## src/rtl/sec_pkg.sv

```systemverilog
// constants and carriers for the sector erase host controller
// assumes a byte-wide parallel flash on chip-select, write and output strobes
// Behaviour
// - sector erase is six write cycles
// - unlock, unlock, setup, unlock, unlock, sector command
// - extra sector writes spaced under fifty microseconds
// - host should mask interrupts while queuing
// - other write in window aborts, restart sequence
// - erase-window bit may be skipped if fast
// - polling valid after final strobe, valid address
// - erase polling zero then one, poll sector
// - reread after polling bit turns true
// - recheck polling bit when timeout bit set; code rechecks the toggle bit instead and never reads the polling bit
// - toggle check needs two reads in row
// - timeout set: retest toggle, still toggling fails
// - resuming polling restarts toggle check
// - after timeout, write reset command sequence
package sec_pkg;
    localparam int CLK_MHZ = 50;
    localparam int WINDOW_US = 50;
    // margin under the window, a fifth of it
    localparam int GAP_US = 40;
    localparam int GAP_CYC = GAP_US * CLK_MHZ;
    localparam int STROBE_CYC = 4;
    localparam logic [16:0] UNLOCK_A1 = 17'h05555;
    localparam logic [16:0] UNLOCK_A2 = 17'h02AAA;
    localparam logic [7:0] UNLOCK_D1 = 8'hAA;
    localparam logic [7:0] UNLOCK_D2 = 8'h55;
    localparam logic [7:0] ERASE_SETUP = 8'h80;
    localparam logic [7:0] SECTOR_ERASE = 8'h30;
    localparam logic [7:0] RESET_CMD = 8'hF0;
    localparam int SECTOR_MSB = 16;
    localparam int SECTOR_LSB = 14;
    localparam int DATA_POLLING_POS = 7;
    localparam int TOGGLE_POS = 6;
    localparam int TIMEOUT_POS = 5;
    localparam int WINDOW_POS = 3;

    typedef struct packed {
        logic [16:0] addr;
        logic [7:0] data;
        logic write;
    } sec_cycle_s;

    typedef struct packed {
        logic done;
        logic ok;
        logic failed;
    } sec_result_s;

    function automatic logic [16:0] sec_addr(input logic [2:0] sector);
        sec_addr = {sector, 14'h0000};
    endfunction
endpackage

```

## src/rtl/sec_erase_host.sv

```systemverilog
// host controller issuing sector erase and polling completion status
// assumes one flash device on the pins, reads answered within the strobe time
`timescale 1ns/1ps
`default_nettype none
module sec_erase_host (
    // clock and reset
    input wire logic clk,
    input wire logic rst_b,
    // user orders
    input wire logic go,
    input wire logic [7:0] sector_mask,
    output logic busy_ff,
    output var sec_pkg::sec_result_s result_ff,
    output logic window_closed_ff,
    // flash pins
    output logic [16:0] addr,
    output logic ce_b,
    output logic we_b,
    output logic oe_b,
    output logic [7:0] dq_out,
    output logic dq_oe,
    input wire logic [7:0] dq_in
);
    typedef enum logic [3:0] {
        S_IDLE, S_SEQ, S_EXTRA, S_POLL1, S_POLL2, S_RECHECK, S_RESET, S_FINAL
    } sec_state_e;

    sec_state_e state_ff, nxt_state;
    logic [2:0] step_ff, nxt_step;
    logic [2:0] first_ff, nxt_first;
    logic [7:0] pend_ff, nxt_pend;
    logic [7:0] prev_ff, nxt_prev;
    logic [31:0] gap_ff;
    logic bus_busy, bus_done;
    logic [7:0] rdata;
    logic start;
    sec_pkg::sec_cycle_s req;
    sec_pkg::sec_result_s nxt_result;
    logic is_write_done;
    assign is_write_done = state_ff == S_SEQ || state_ff == S_EXTRA || state_ff == S_RESET;

    function automatic sec_pkg::sec_cycle_s wr(input logic [16:0] a, input logic [7:0] d);
        wr = '{addr: a, data: d, write: 1'b1};
    endfunction

    function automatic logic [2:0] lowest(input logic [7:0] m);
        lowest = 3'h0;
        for (int i = 7; i >= 0; i--) begin
            if (m[i]) begin
                lowest = 3'(i);
            end
        end
    endfunction

    wire [2:0] next_sector = lowest(pend_ff);
    wire toggled = rdata[sec_pkg::TOGGLE_POS] != prev_ff[sec_pkg::TOGGLE_POS];
    wire timeout_seen = rdata[sec_pkg::TIMEOUT_POS];
    wire gap_ok = gap_ff < 32'(sec_pkg::GAP_CYC);

    sec_pkg::sec_cycle_s seq_cycle;
    always_comb begin
        case (step_ff)
            3'h0: seq_cycle = wr(sec_pkg::UNLOCK_A1, sec_pkg::UNLOCK_D1);
            3'h1: seq_cycle = wr(sec_pkg::UNLOCK_A2, sec_pkg::UNLOCK_D2);
            3'h2: seq_cycle = wr(sec_pkg::UNLOCK_A1, sec_pkg::ERASE_SETUP);
            3'h3: seq_cycle = wr(sec_pkg::UNLOCK_A1, sec_pkg::UNLOCK_D1);
            3'h4: seq_cycle = wr(sec_pkg::UNLOCK_A2, sec_pkg::UNLOCK_D2);
            default: seq_cycle = wr(sec_pkg::sec_addr(first_ff), sec_pkg::SECTOR_ERASE);
        endcase
    end

    wire [2:0] rst_step = (step_ff > 3'h2) ? 3'h2 : step_ff;
    sec_pkg::sec_cycle_s rst_cycle;
    always_comb begin
        case (rst_step)
            3'h0: rst_cycle = wr(sec_pkg::UNLOCK_A1, sec_pkg::UNLOCK_D1);
            3'h1: rst_cycle = wr(sec_pkg::UNLOCK_A2, sec_pkg::UNLOCK_D2);
            default: rst_cycle = wr(sec_pkg::UNLOCK_A1, sec_pkg::RESET_CMD);
        endcase
    end

    // polling reads at the first chosen sector, a valid poll address
    wire sec_pkg::sec_cycle_s poll_cycle = '{addr: sec_pkg::sec_addr(first_ff),
                                             data: 8'h00, write: 1'b0};

    always_comb begin
        nxt_state = state_ff;
        nxt_step = step_ff;
        nxt_first = first_ff;
        nxt_pend = pend_ff;
        nxt_prev = prev_ff;
        nxt_result = '{done: 1'b0, ok: result_ff.ok, failed: result_ff.failed};
        start = 1'b0;
        req = poll_cycle;
        case (state_ff)
            S_IDLE: begin
                if (go && sector_mask != 8'h00) begin
                    nxt_first = lowest(sector_mask);
                    nxt_pend = sector_mask & ~(8'h01 << lowest(sector_mask));
                    nxt_step = 3'h0;
                    nxt_result = '{done: 1'b0, ok: 1'b0, failed: 1'b0};
                    nxt_state = S_SEQ;
                end
            end
            S_SEQ: begin
                req = seq_cycle;
                start = !bus_busy;
                if (bus_done) begin
                    if (step_ff == 3'h5) begin
                        nxt_state = (pend_ff != 8'h00) ? S_EXTRA : S_POLL1;
                    end else begin
                        nxt_step = step_ff + 3'h1;
                    end
                end
            end
            S_EXTRA: begin
                // one sector command each, spacing kept by back to back writes
                req = wr(sec_pkg::sec_addr(next_sector), sec_pkg::SECTOR_ERASE);
                start = !bus_busy && gap_ok;
                if (bus_done) begin
                    nxt_pend = pend_ff & ~(8'h01 << next_sector);
                    if ((pend_ff & ~(8'h01 << next_sector)) == 8'h00) begin
                        nxt_state = S_POLL1;
                    end
                end else if (!bus_busy && !gap_ok) begin
                    // window lapsed: abort, report failure and return to idle
                    nxt_result = '{done: 1'b1, ok: 1'b0, failed: 1'b1};
                    nxt_state = S_IDLE;
                end
            end
            S_POLL1: begin
                start = !bus_busy;
                if (bus_done) begin
                    nxt_prev = rdata;
                    nxt_state = S_POLL2;
                end
            end
            S_POLL2, S_RECHECK: begin
                start = !bus_busy;
                if (bus_done) begin
                    nxt_prev = rdata;
                    if (!toggled) begin
                        nxt_result = '{done: 1'b1, ok: 1'b1, failed: 1'b0};
                        nxt_state = S_FINAL;
                    end else if (state_ff == S_RECHECK) begin
                        nxt_step = 3'h0;
                        nxt_state = S_RESET;
                    end else if (timeout_seen) begin
                        nxt_state = S_RECHECK;
                    end
                end
            end
            S_RESET: begin
                req = rst_cycle;
                start = !bus_busy;
                if (bus_done) begin
                    if (rst_step == 3'h2) begin
                        nxt_result = '{done: 1'b1, ok: 1'b0, failed: 1'b1};
                        nxt_state = S_IDLE;
                    end else begin
                        nxt_step = step_ff + 3'h1;
                    end
                end
            end
            S_FINAL: begin
                // one more read so every data bit is settled
                start = !bus_busy;
                if (bus_done) begin
                    nxt_state = S_IDLE;
                end
            end
            default: nxt_state = S_IDLE;
        endcase
    end

    always_ff @(posedge clk or negedge rst_b) begin
        if (!rst_b) begin
            state_ff <= S_IDLE;
            step_ff <= 3'h0;
            first_ff <= 3'h0;
            pend_ff <= 8'h00;
            prev_ff <= 8'h00;
            result_ff <= '{done: 1'b0, ok: 1'b0, failed: 1'b0};
            busy_ff <= 1'b0;
            window_closed_ff <= 1'b0;
        end else begin
            state_ff <= nxt_state;
            step_ff <= nxt_step;
            first_ff <= nxt_first;
            pend_ff <= nxt_pend;
            prev_ff <= nxt_prev;
            result_ff <= nxt_result;
            busy_ff <= nxt_state != S_IDLE;
            if (bus_done && !is_write_done) begin
                window_closed_ff <= rdata[sec_pkg::WINDOW_POS];
            end
        end
    end

    // spacing since the done clock of the last write cycle, one clock after its strobe rose
    always_ff @(posedge clk or negedge rst_b) begin
        if (!rst_b) begin
            gap_ff <= 32'h0;
        end else if (bus_done && is_write_done) begin
            gap_ff <= 32'h0;
        end else if (gap_ff != 32'hFFFFFFFF) begin
            gap_ff <= gap_ff + 32'h1;
        end
    end

    sec_bus_cycle u_bus (
        .clk(clk),
        .rst_b(rst_b),
        .start(start),
        .req(req),
        .busy(bus_busy),
        .done_ff(bus_done),
        .rdata_ff(rdata),
        .addr_ff(addr),
        .ce_b_ff(ce_b),
        .we_b_ff(we_b),
        .oe_b_ff(oe_b),
        .dq_out_ff(dq_out),
        .dq_oe_ff(dq_oe),
        .dq_in(dq_in)
    );
endmodule
`default_nettype wire

```

## src/rtl/sec_bus_cycle.sv

```systemverilog
// one read or write cycle on the flash pins
// assumes the flash meets its timing within STROBE_CYC clocks
`timescale 1ns/1ps
`default_nettype none
module sec_bus_cycle (
    // clock and reset
    input wire logic clk,
    input wire logic rst_b,
    // request
    input wire logic start,
    input var sec_pkg::sec_cycle_s req,
    output logic busy,
    output logic done_ff,
    output logic [7:0] rdata_ff,
    // flash pins
    output logic [16:0] addr_ff,
    output logic ce_b_ff,
    output logic we_b_ff,
    output logic oe_b_ff,
    output logic [7:0] dq_out_ff,
    output logic dq_oe_ff,
    input wire logic [7:0] dq_in
);
    logic [3:0] cnt_ff;
    logic is_wr_ff;
    wire last = busy && cnt_ff == 4'h1;
    // no new cycle in the done clock: the caller's request is still the old one then
    wire take = start && !busy && !done_ff;
    assign busy = cnt_ff != 4'h0;

    always_ff @(posedge clk or negedge rst_b) begin
        if (!rst_b) begin
            cnt_ff <= 4'h0;
            is_wr_ff <= 1'b0;
            done_ff <= 1'b0;
            rdata_ff <= 8'h00;
            addr_ff <= 17'h00000;
            ce_b_ff <= 1'b1;
            we_b_ff <= 1'b1;
            oe_b_ff <= 1'b1;
            dq_out_ff <= 8'h00;
            dq_oe_ff <= 1'b0;
        end else begin
            done_ff <= last;
            if (take) begin
                cnt_ff <= 4'(sec_pkg::STROBE_CYC + 1);
                is_wr_ff <= req.write;
                addr_ff <= req.addr;
                dq_out_ff <= req.data;
                dq_oe_ff <= req.write;
                ce_b_ff <= 1'b0;
                we_b_ff <= !req.write;
                oe_b_ff <= req.write;
            end else if (busy) begin
                cnt_ff <= cnt_ff - 4'h1;
                // strobes rise one clock before data is released
                if (cnt_ff == 4'h2) begin
                    we_b_ff <= 1'b1;
                    oe_b_ff <= 1'b1;
                    ce_b_ff <= 1'b1;
                    if (!is_wr_ff) begin
                        rdata_ff <= dq_in;
                    end
                end
                if (last) begin
                    dq_oe_ff <= 1'b0;
                end
            end
        end
    end
endmodule
`default_nettype wire

```

## config.mk

```make
export PLATFORM = sky130hd
export DESIGN_NAME = sec_erase_host
export DESIGN_NICKNAME = d
export VERILOG_FILES = /design/src/rtl/sec_pkg.sv /design/src/rtl/sec_erase_host.sv /design/src/rtl/sec_bus_cycle.sv
export SDC_FILE = /design/constraint.sdc
export NUM_CORES = 1
export LEC_CHECK = 0
export BUFFER_PORTS_ARGS = -buffer_cell sky130_fd_sc_hd__buf_4
export CORE_UTILIZATION = 57
export CTS_BUF_LIST = sky130_fd_sc_hd__clkbuf_4 sky130_fd_sc_hd__clkbuf_8
export DETAILED_ROUTE_END_ITERATION = 16
export PLACE_DENSITY = 0.78
export SLEW_MARGIN = 0
export SYNTH_ARGS = -nofsm -noshare
export SYNTH_HDL_FRONTEND = slang
export SYNTH_SLANG_ARGS = --single-unit
```

## constraint.sdc

```tcl
create_clock -name clk -period 6.3 [get_ports clk]
set_input_delay 0.945 -clock clk [delete_from_list [all_inputs] [get_ports clk]]
set_output_delay 0.945 -clock clk [all_outputs]
set_load 0.02 [all_outputs]
```

# Yosys cells after proc, flatten, opt, wreduce, memory -nomap -nowiden
# Index checks and enable logic that the tools add are counted.
classes:
  addsub: 3
  magnitude_cmp: 2
  n_eq_ne: 31
  n_shift: 2
  mux: 71
  n_bitwise: 6
  reduce_logical: 43
op_table:
  columns: ["cell", "count"]
  rows:
  - ["26-bit one-hot mux with 3 select lines", 2]
  - ["3-bit two-way mux", 33]
  - ["32-bit two-way mux", 2]
  - ["4-bit two-way mux", 16]
  - ["24-bit one-hot mux with 2 select lines", 1]
  - ["32-bit by 1-bit adder with 32-bit output, second input constant", 1]
  - ["32-bit by 11-bit < comparator with 1-bit output, second input constant", 1]
  - ["32-bit inequality test, second input constant", 1]
  - ["4-bit one-hot mux with 7 select lines", 1]
  - ["3-bit one-hot mux with 4 select lines", 2]
  - ["8-bit AND", 2]
  - ["4-bit by 3-bit == test with 1-bit output, second input constant", 4]
  - ["8-bit two-way mux", 2]
  - ["8-bit NOT", 2]
  - ["8-bit one-hot mux with 2 select lines", 1]
  - ["4-bit nonzero test", 4]
  - ["8-bit nonzero test", 2]
  - ["1-bit by 3-bit left shift with 8-bit output, first input constant", 2]
  - ["2-bit inequality test, second input constant", 7]
  - ["4-bit by 2-bit == test with 1-bit output, second input constant", 3]
  - ["2-bit by 1-bit inequality test with 1-bit output, second input constant", 6]
  - ["2-bit nonzero test", 5]
  - ["3-bit by 2-bit == test with 1-bit output, second input constant", 3]
  - ["1-bit two-way mux", 9]
  - ["other kinds (24)", 46]
word_totals:
  ff_bits: 104
  input_bits: 19
  word_cells: 179

# Depth between registers and ports, before layout
depth:
  word_depth: 16
  ltp_mapped: 9
  ltp_nobuf: 7

# Hierarchy
# A second synthesis with hierarchy kept.
unflattened:
  hier_cells: 544
  hier_area_um2: 5451.5
by_module_without_submodules:
  columns: ["mod", "n_inst", "cells_per_inst", "area_per_inst_um2", "seq_area_each_um2"]
  rows:
  - ["sec_erase_host", 1, 430, 3692.3, 1401.3]
  - ["sec_bus_cycle", 1, 114, 1759.2, 1079.8]

# Least setup slack after synthesis
# OpenSTA, ideal clock, no wires.
synth_path:
  path_type: "in2reg"
  from: "input port sector_mask[0]"
  to: "register busy_ff"
  setup_ns: 0.131
  arrival_ns: 2.442
  required_time_ns: 6.169
  path_slack_ns: 3.726
  cell_stages: 6
  cell_sequence: "or4_1 > clkbuf_1 > o2111a_1 > a211oi_2 > o21ai_1 > or3_1"
synth_between:
  elab_chain_cells: 5
synth_rtl:
  columns: ["item", "line", "rtl"]
  rows:
  - ["start, declared", "sec_erase_host.sv:11", "input wire logic [7:0] sector_mask,"]
  - ["8-bit nonzero test", "sec_erase_host.sv:97", "if (go && sector_mask != 8'h00) begin"]
  - ["1-bit logical AND", "sec_erase_host.sv:97", null]
  - ["4-bit two-way mux", "sec_erase_host.sv:97", null]
  - ["4-bit one-hot mux with 7 select lines", "sec_erase_host.sv:95", "case (state_ff)"]
  - ["4-bit nonzero test", "sec_erase_host.sv:193", "busy_ff <= nxt_state != S_IDLE;"]
  - ["end signal, assigned", "sec_erase_host.sv:184", "busy_ff <= 1'b0;"]
  - ["end signal, assigned", "sec_erase_host.sv:193", null]
  - ["end, declared", "sec_erase_host.sv:12", "output logic busy_ff,"]
# No other way between the ends.
# A chain may end at the register's enable or synchronous reset.

# Worst setup path after layout
layout_path:
  from: "input port sector_mask[0]"
  to: "register pend_ff[2]"
layout_between:
  elab_chain_cells: 8
  elab_cells_between_ends: 12
  classes_between: "eq/ne: 1; shift: 1; mux: 5; bitwise: 2; reduce/logical: 3"
layout_rtl:
  columns: ["item", "line", "rtl"]
  rows:
  - ["3-bit two-way mux", "sec_erase_host.sv:49", "if (m[i]) begin"]
  - ["3-bit two-way mux", "sec_erase_host.sv:97", null]
  - ["3-bit two-way mux", "sec_erase_host.sv:95", null]
  - ["1-bit by 3-bit left shift with 8-bit output", "sec_erase_host.sv:99", "nxt_pend = sector_mask & ~(8'h01 << lowest(sector_mask));"]
  - ["8-bit NOT", "sec_erase_host.sv:99", null]
  - ["8-bit AND", "sec_erase_host.sv:99", null]
  - ["8-bit two-way mux", "sec_erase_host.sv:97", null]
  - ["8-bit one-hot mux with 2 select lines", "sec_erase_host.sv:95", null]
  - ["end signal, assigned", "sec_erase_host.sv:190", "pend_ff <= nxt_pend;"]
  - ["end, declared", "sec_erase_host.sv:31", "logic [7:0] pend_ff, nxt_pend;"]
# Several ways; a longest one is shown, not always the timed one. The select of a mux whose other input is x is not followed.

==> flow_summary.yaml <==
grt:
  grt_pass1_wl_um: 17280
  grt_max_degree: 79
  antenna_found_initial: 0
  grt_pass1_vias: 3669
  grtUsageTotal_pct: 25.36
  grt_overflow_total: 0
route:
  wl_per_cell_um: 15.92
  drc: 0
  drt-pass1-iter-count: 4
  wl_um: 10180
  drt_iter0_drc: 164
  dr_total_vias: 3944
  avgViaCountPerCell: 6.172
  antenna_left: 0
die:
  fp-row-count: 33
  fp.dieH_um: 93.82
  start_util_pct: 58.78
  die_area_um2: 8802
  chipWidth_um: 93.82
  coreArea_um2: 8175
  io_pins: 53
layout:
  fin_area_um2: 5256
  diodes: 0
  drive_above_1_share_pct: 19.29
  num-fill-cells: 673
  area_growth_pct: 9.373
  fin_nets: 557
worst_hold_path:
  hold_path_end: "first_ff[2]$_DFFE_PN0P_"
  hp-start: "first_ff[2]$_DFFE_PN0P_"
  hp-class: "reg -> reg"
  holdPathStages: 2
clocking:
  cts_tree: "yes"
  numCtsBuffers: 9
  cts_max_level: 3
  clockBufferDepth: 2
  cts_setup_buffers: 0
  hold_buffers: 0
  clk_pin_slew_worst_paths_ps: 90
  clock_latency_ps: 370
  cts_resized: 0
  clock_sinks: 78
  root_buffer: "clkbuf_8"
power_and_ir_drop:
  leakage_nw: 2.313
  ir_drop_mv: 0.2069
  power_density_nw_per_um2: 303.2
  total_power_mw: 1.594
synthesis:
  synthMuxAreaShare_pct: 6.118
  synth-xor-area-share_pct: 1.640
  synth_compound_area_share_pct: 17.83
  yosysWarnings: 0
  syn_area_per_cell_um2: 9.386
  synth_fa_ha_area_share_pct: 2.551
  ys_types: 79
  netlist_area_um2: 4806
  synth_nets: 540
  async_flop_share_pct: 100.0
  ys.flop_type: "dfrtp_1"
  synthSimpleGateAreaFrac_pct: 24.94
  synth_edf_count: 0
  postSynthCellCount: 512
  synth_top_family_by_area: "simple AND/OR/NAND/NOR gates"
  synth-seq-cells: 78
  yosysSeqAreaShare_pct: 40.69
worst_setup_path:
  slowest_stage: "o2111ai_1"
  cp_max_fo: 11
  cpPeakStageDelay_ps: 810
  r2r_start: "gap_ff[6]$_DFFE_PN0P_"
  path_class: "in -> reg"
  reg2reg_depth: 5
  startpoint_type: "input pin"
  cp-end-kind: "flop"
  critPathRequiredTime_ps: 6600
  reg2reg_to: "gap_ff[15]$_DFFE_PN0P_"
  path_cells: "buf_4 > or4_1 > o2111ai_1 > nand2_1 > o21ai_0 > a32o_1"
  r2r_slack_ps: 3820
  arrival_ps: 3200
timing:
  timing.fmax_ghz: 0.3454
  grt_setup_unrepaired: "false"
  tightestPinTransition_ps: 1272
  fin_crit_ps: 2895
  setup_viol: 0
  setup_tns_ps: 0
  finClkSkew_ps: 13.01
  slew_headroom_pct: 15.05
  hold_violations: 0
  final_max_slew_viol_count: 0
  period_share_pct: 45.96
place:
  placed_area_um2: 5047
  dp_hpwl_um: 7185
  globalplace.congestion: 0.9064
  port_buffers: 47
job:
  drv_cap: 0
status:
  outcome: "complete, no violations"
per-layer routing:
layer  GRT usage, %  vias to the layer above  part of all wire [%]
met5              0                        -                     0
met4          10.64                        0                   2.3
met3          4.369                       18                   3.8
met2          42.15                       98                    49
met1          32.58                     1904                    44
li1               -                     1924                     -
metrics by stage:
stage	instances	worst slack, ps	hold WS (ps)	utilization (%)
5_1_grt	639	3294	526.9	64.29
4_1_cts	639	3487	480.9	64.29
6_report	639	3405	477.4	64.29
2_1_floorplan	512	3726	439.1	-
3_5_place_dp	623	3099	460.9	61.74
3_3_place_gp	623	3120	457.8	61.74
worst max-delay path by stage:
stage,startpoint,endpoint,cells past startpoint
floorplan,sector_mask[0],busy_ff$_DFF_PN0_,6
CTS,sector_mask[0],pend_ff[4]$_DFFE_PN0P_,6
global placement,sector_mask[0],pend_ff[7]$_DFFE_PN0P_,6
detailed placement,sector_mask[0],pend_ff[4]$_DFFE_PN0P_,6
global route,sector_mask[0],pend_ff[7]$_DFFE_PN0P_,6
finish,sector_mask[0],pend_ff[2]$_DFFE_PN0P_,6
critical path, delay by kind of cell:
kind                   cells  cell delay (ps)
AO/OA/AOI/OAI              3             1150
AND/OR/NAND/NOR            2              990
buffers and inverters      1              120
cells in the final DEF (no fill, tap or decap), types with 8 or more instances in the layout:
cell type,instances
ha_1,9
and2_1,10
inv_1,12
nor4_1,9
o21ai_0,24
nor3_1,12
dfrtp_1,75
nand2_1,43
mux2_2,15
nor2_1,38
nand2b_1,16
or3_1,11
a21oi_1,26
nand4_1,10
clkbuf_8,9
nand3_1,18
buf_4,48
mux2i_1,8
cell families after synthesis:
kind of cell,count (synthesis)
AO/OA/AOI/OAI,123
XOR/XNOR,9
adder cells (fa/ha/maj),10
buffers and inverters,54
flip-flops,78
multiplexers,26
other,1
AND/OR/NAND/NOR,211
power by group:
part | internal, mW | total [mW] | switching [mW]
Clock | 0.193 | 0.409 | 0.216
Sequential | 0.601 | 0.706 | 0.106
Combinational | 0.226 | 0.478 | 0.252
cell usage after synthesis (3+ instances only):
| master | instances | area share, % |
|---|---|---|
| nor4_1 | 9 | 1.2 |
| mux2i_1 | 8 | 1.7 |
| nor2b_1 | 5 | 0.65 |
| or3_1 | 11 | 1.4 |
| mux2_2 | 15 | 3.5 |
| nand3_1 | 18 | 1.9 |
| nand2b_1 | 16 | 2.1 |
| o2bb2ai_1 | 3 | 0.55 |
| inv_1 | 12 | 0.94 |
| a32o_1 | 3 | 0.62 |
| dfstp_2 | 3 | 1.6 |
| nor3b_1 | 3 | 0.47 |
| nand2_1 | 43 | 3.4 |
| or4_1 | 7 | 1.1 |
| mux2_4 | 3 | 0.94 |
| buf_2 | 6 | 0.62 |
| and4_1 | 5 | 0.91 |
| nand3b_1 | 4 | 0.62 |
| o21ai_0 | 24 | 2.5 |
| o41ai_1 | 3 | 0.55 |
| o22ai_1 | 3 | 0.39 |
| a31o_2 | 4 | 0.73 |
| buf_4 | 16 | 2.5 |
| a21o_1 | 6 | 0.94 |
| a31oi_1 | 7 | 0.91 |
| ha_1 | 9 | 2.3 |
| xor2_1 | 3 | 0.55 |
| nor3_1 | 12 | 1.2 |
| o31ai_1 | 7 | 1.1 |
| nor2_1 | 38 | 3.0 |
| xnor2_1 | 6 | 1.1 |
| clkbuf_1 | 17 | 1.3 |
| o2111ai_1 | 5 | 0.91 |
| and3_1 | 5 | 0.65 |
| dfrtp_1 | 75 | 39 |
| and2_1 | 10 | 1.3 |
| a21oi_1 | 26 | 2.7 |
| nand4_1 | 10 | 1.3 |
sequential cells by signal (all words and copies together) (netlist names), 3 cells and up:
signal,flops
result_ff,3
pend_ff,8
u_bus.cnt_ff,4
u_bus.dq_out_ff,4
first_ff,3
state_ff,4
u_bus.rdata_ff,3
u_bus.addr_ff,5
step_ff,3
gap_ff,32
final cells by class:
cell class	count	area, um^2	area share, %
Inverter	12	45.04	0.8569
Multi-Input combinational cell	380	2555	48.61
Timing Repair Buffer	48	360.3	6.856
Clock buffer	9	123.9	2.357
Clock inverter	7	85.08	1.619
Tap cell	105	131.4	2.499
Sequential cell	78	1956	37.21
Note: power is estimated with default switching activity, not from simulation.
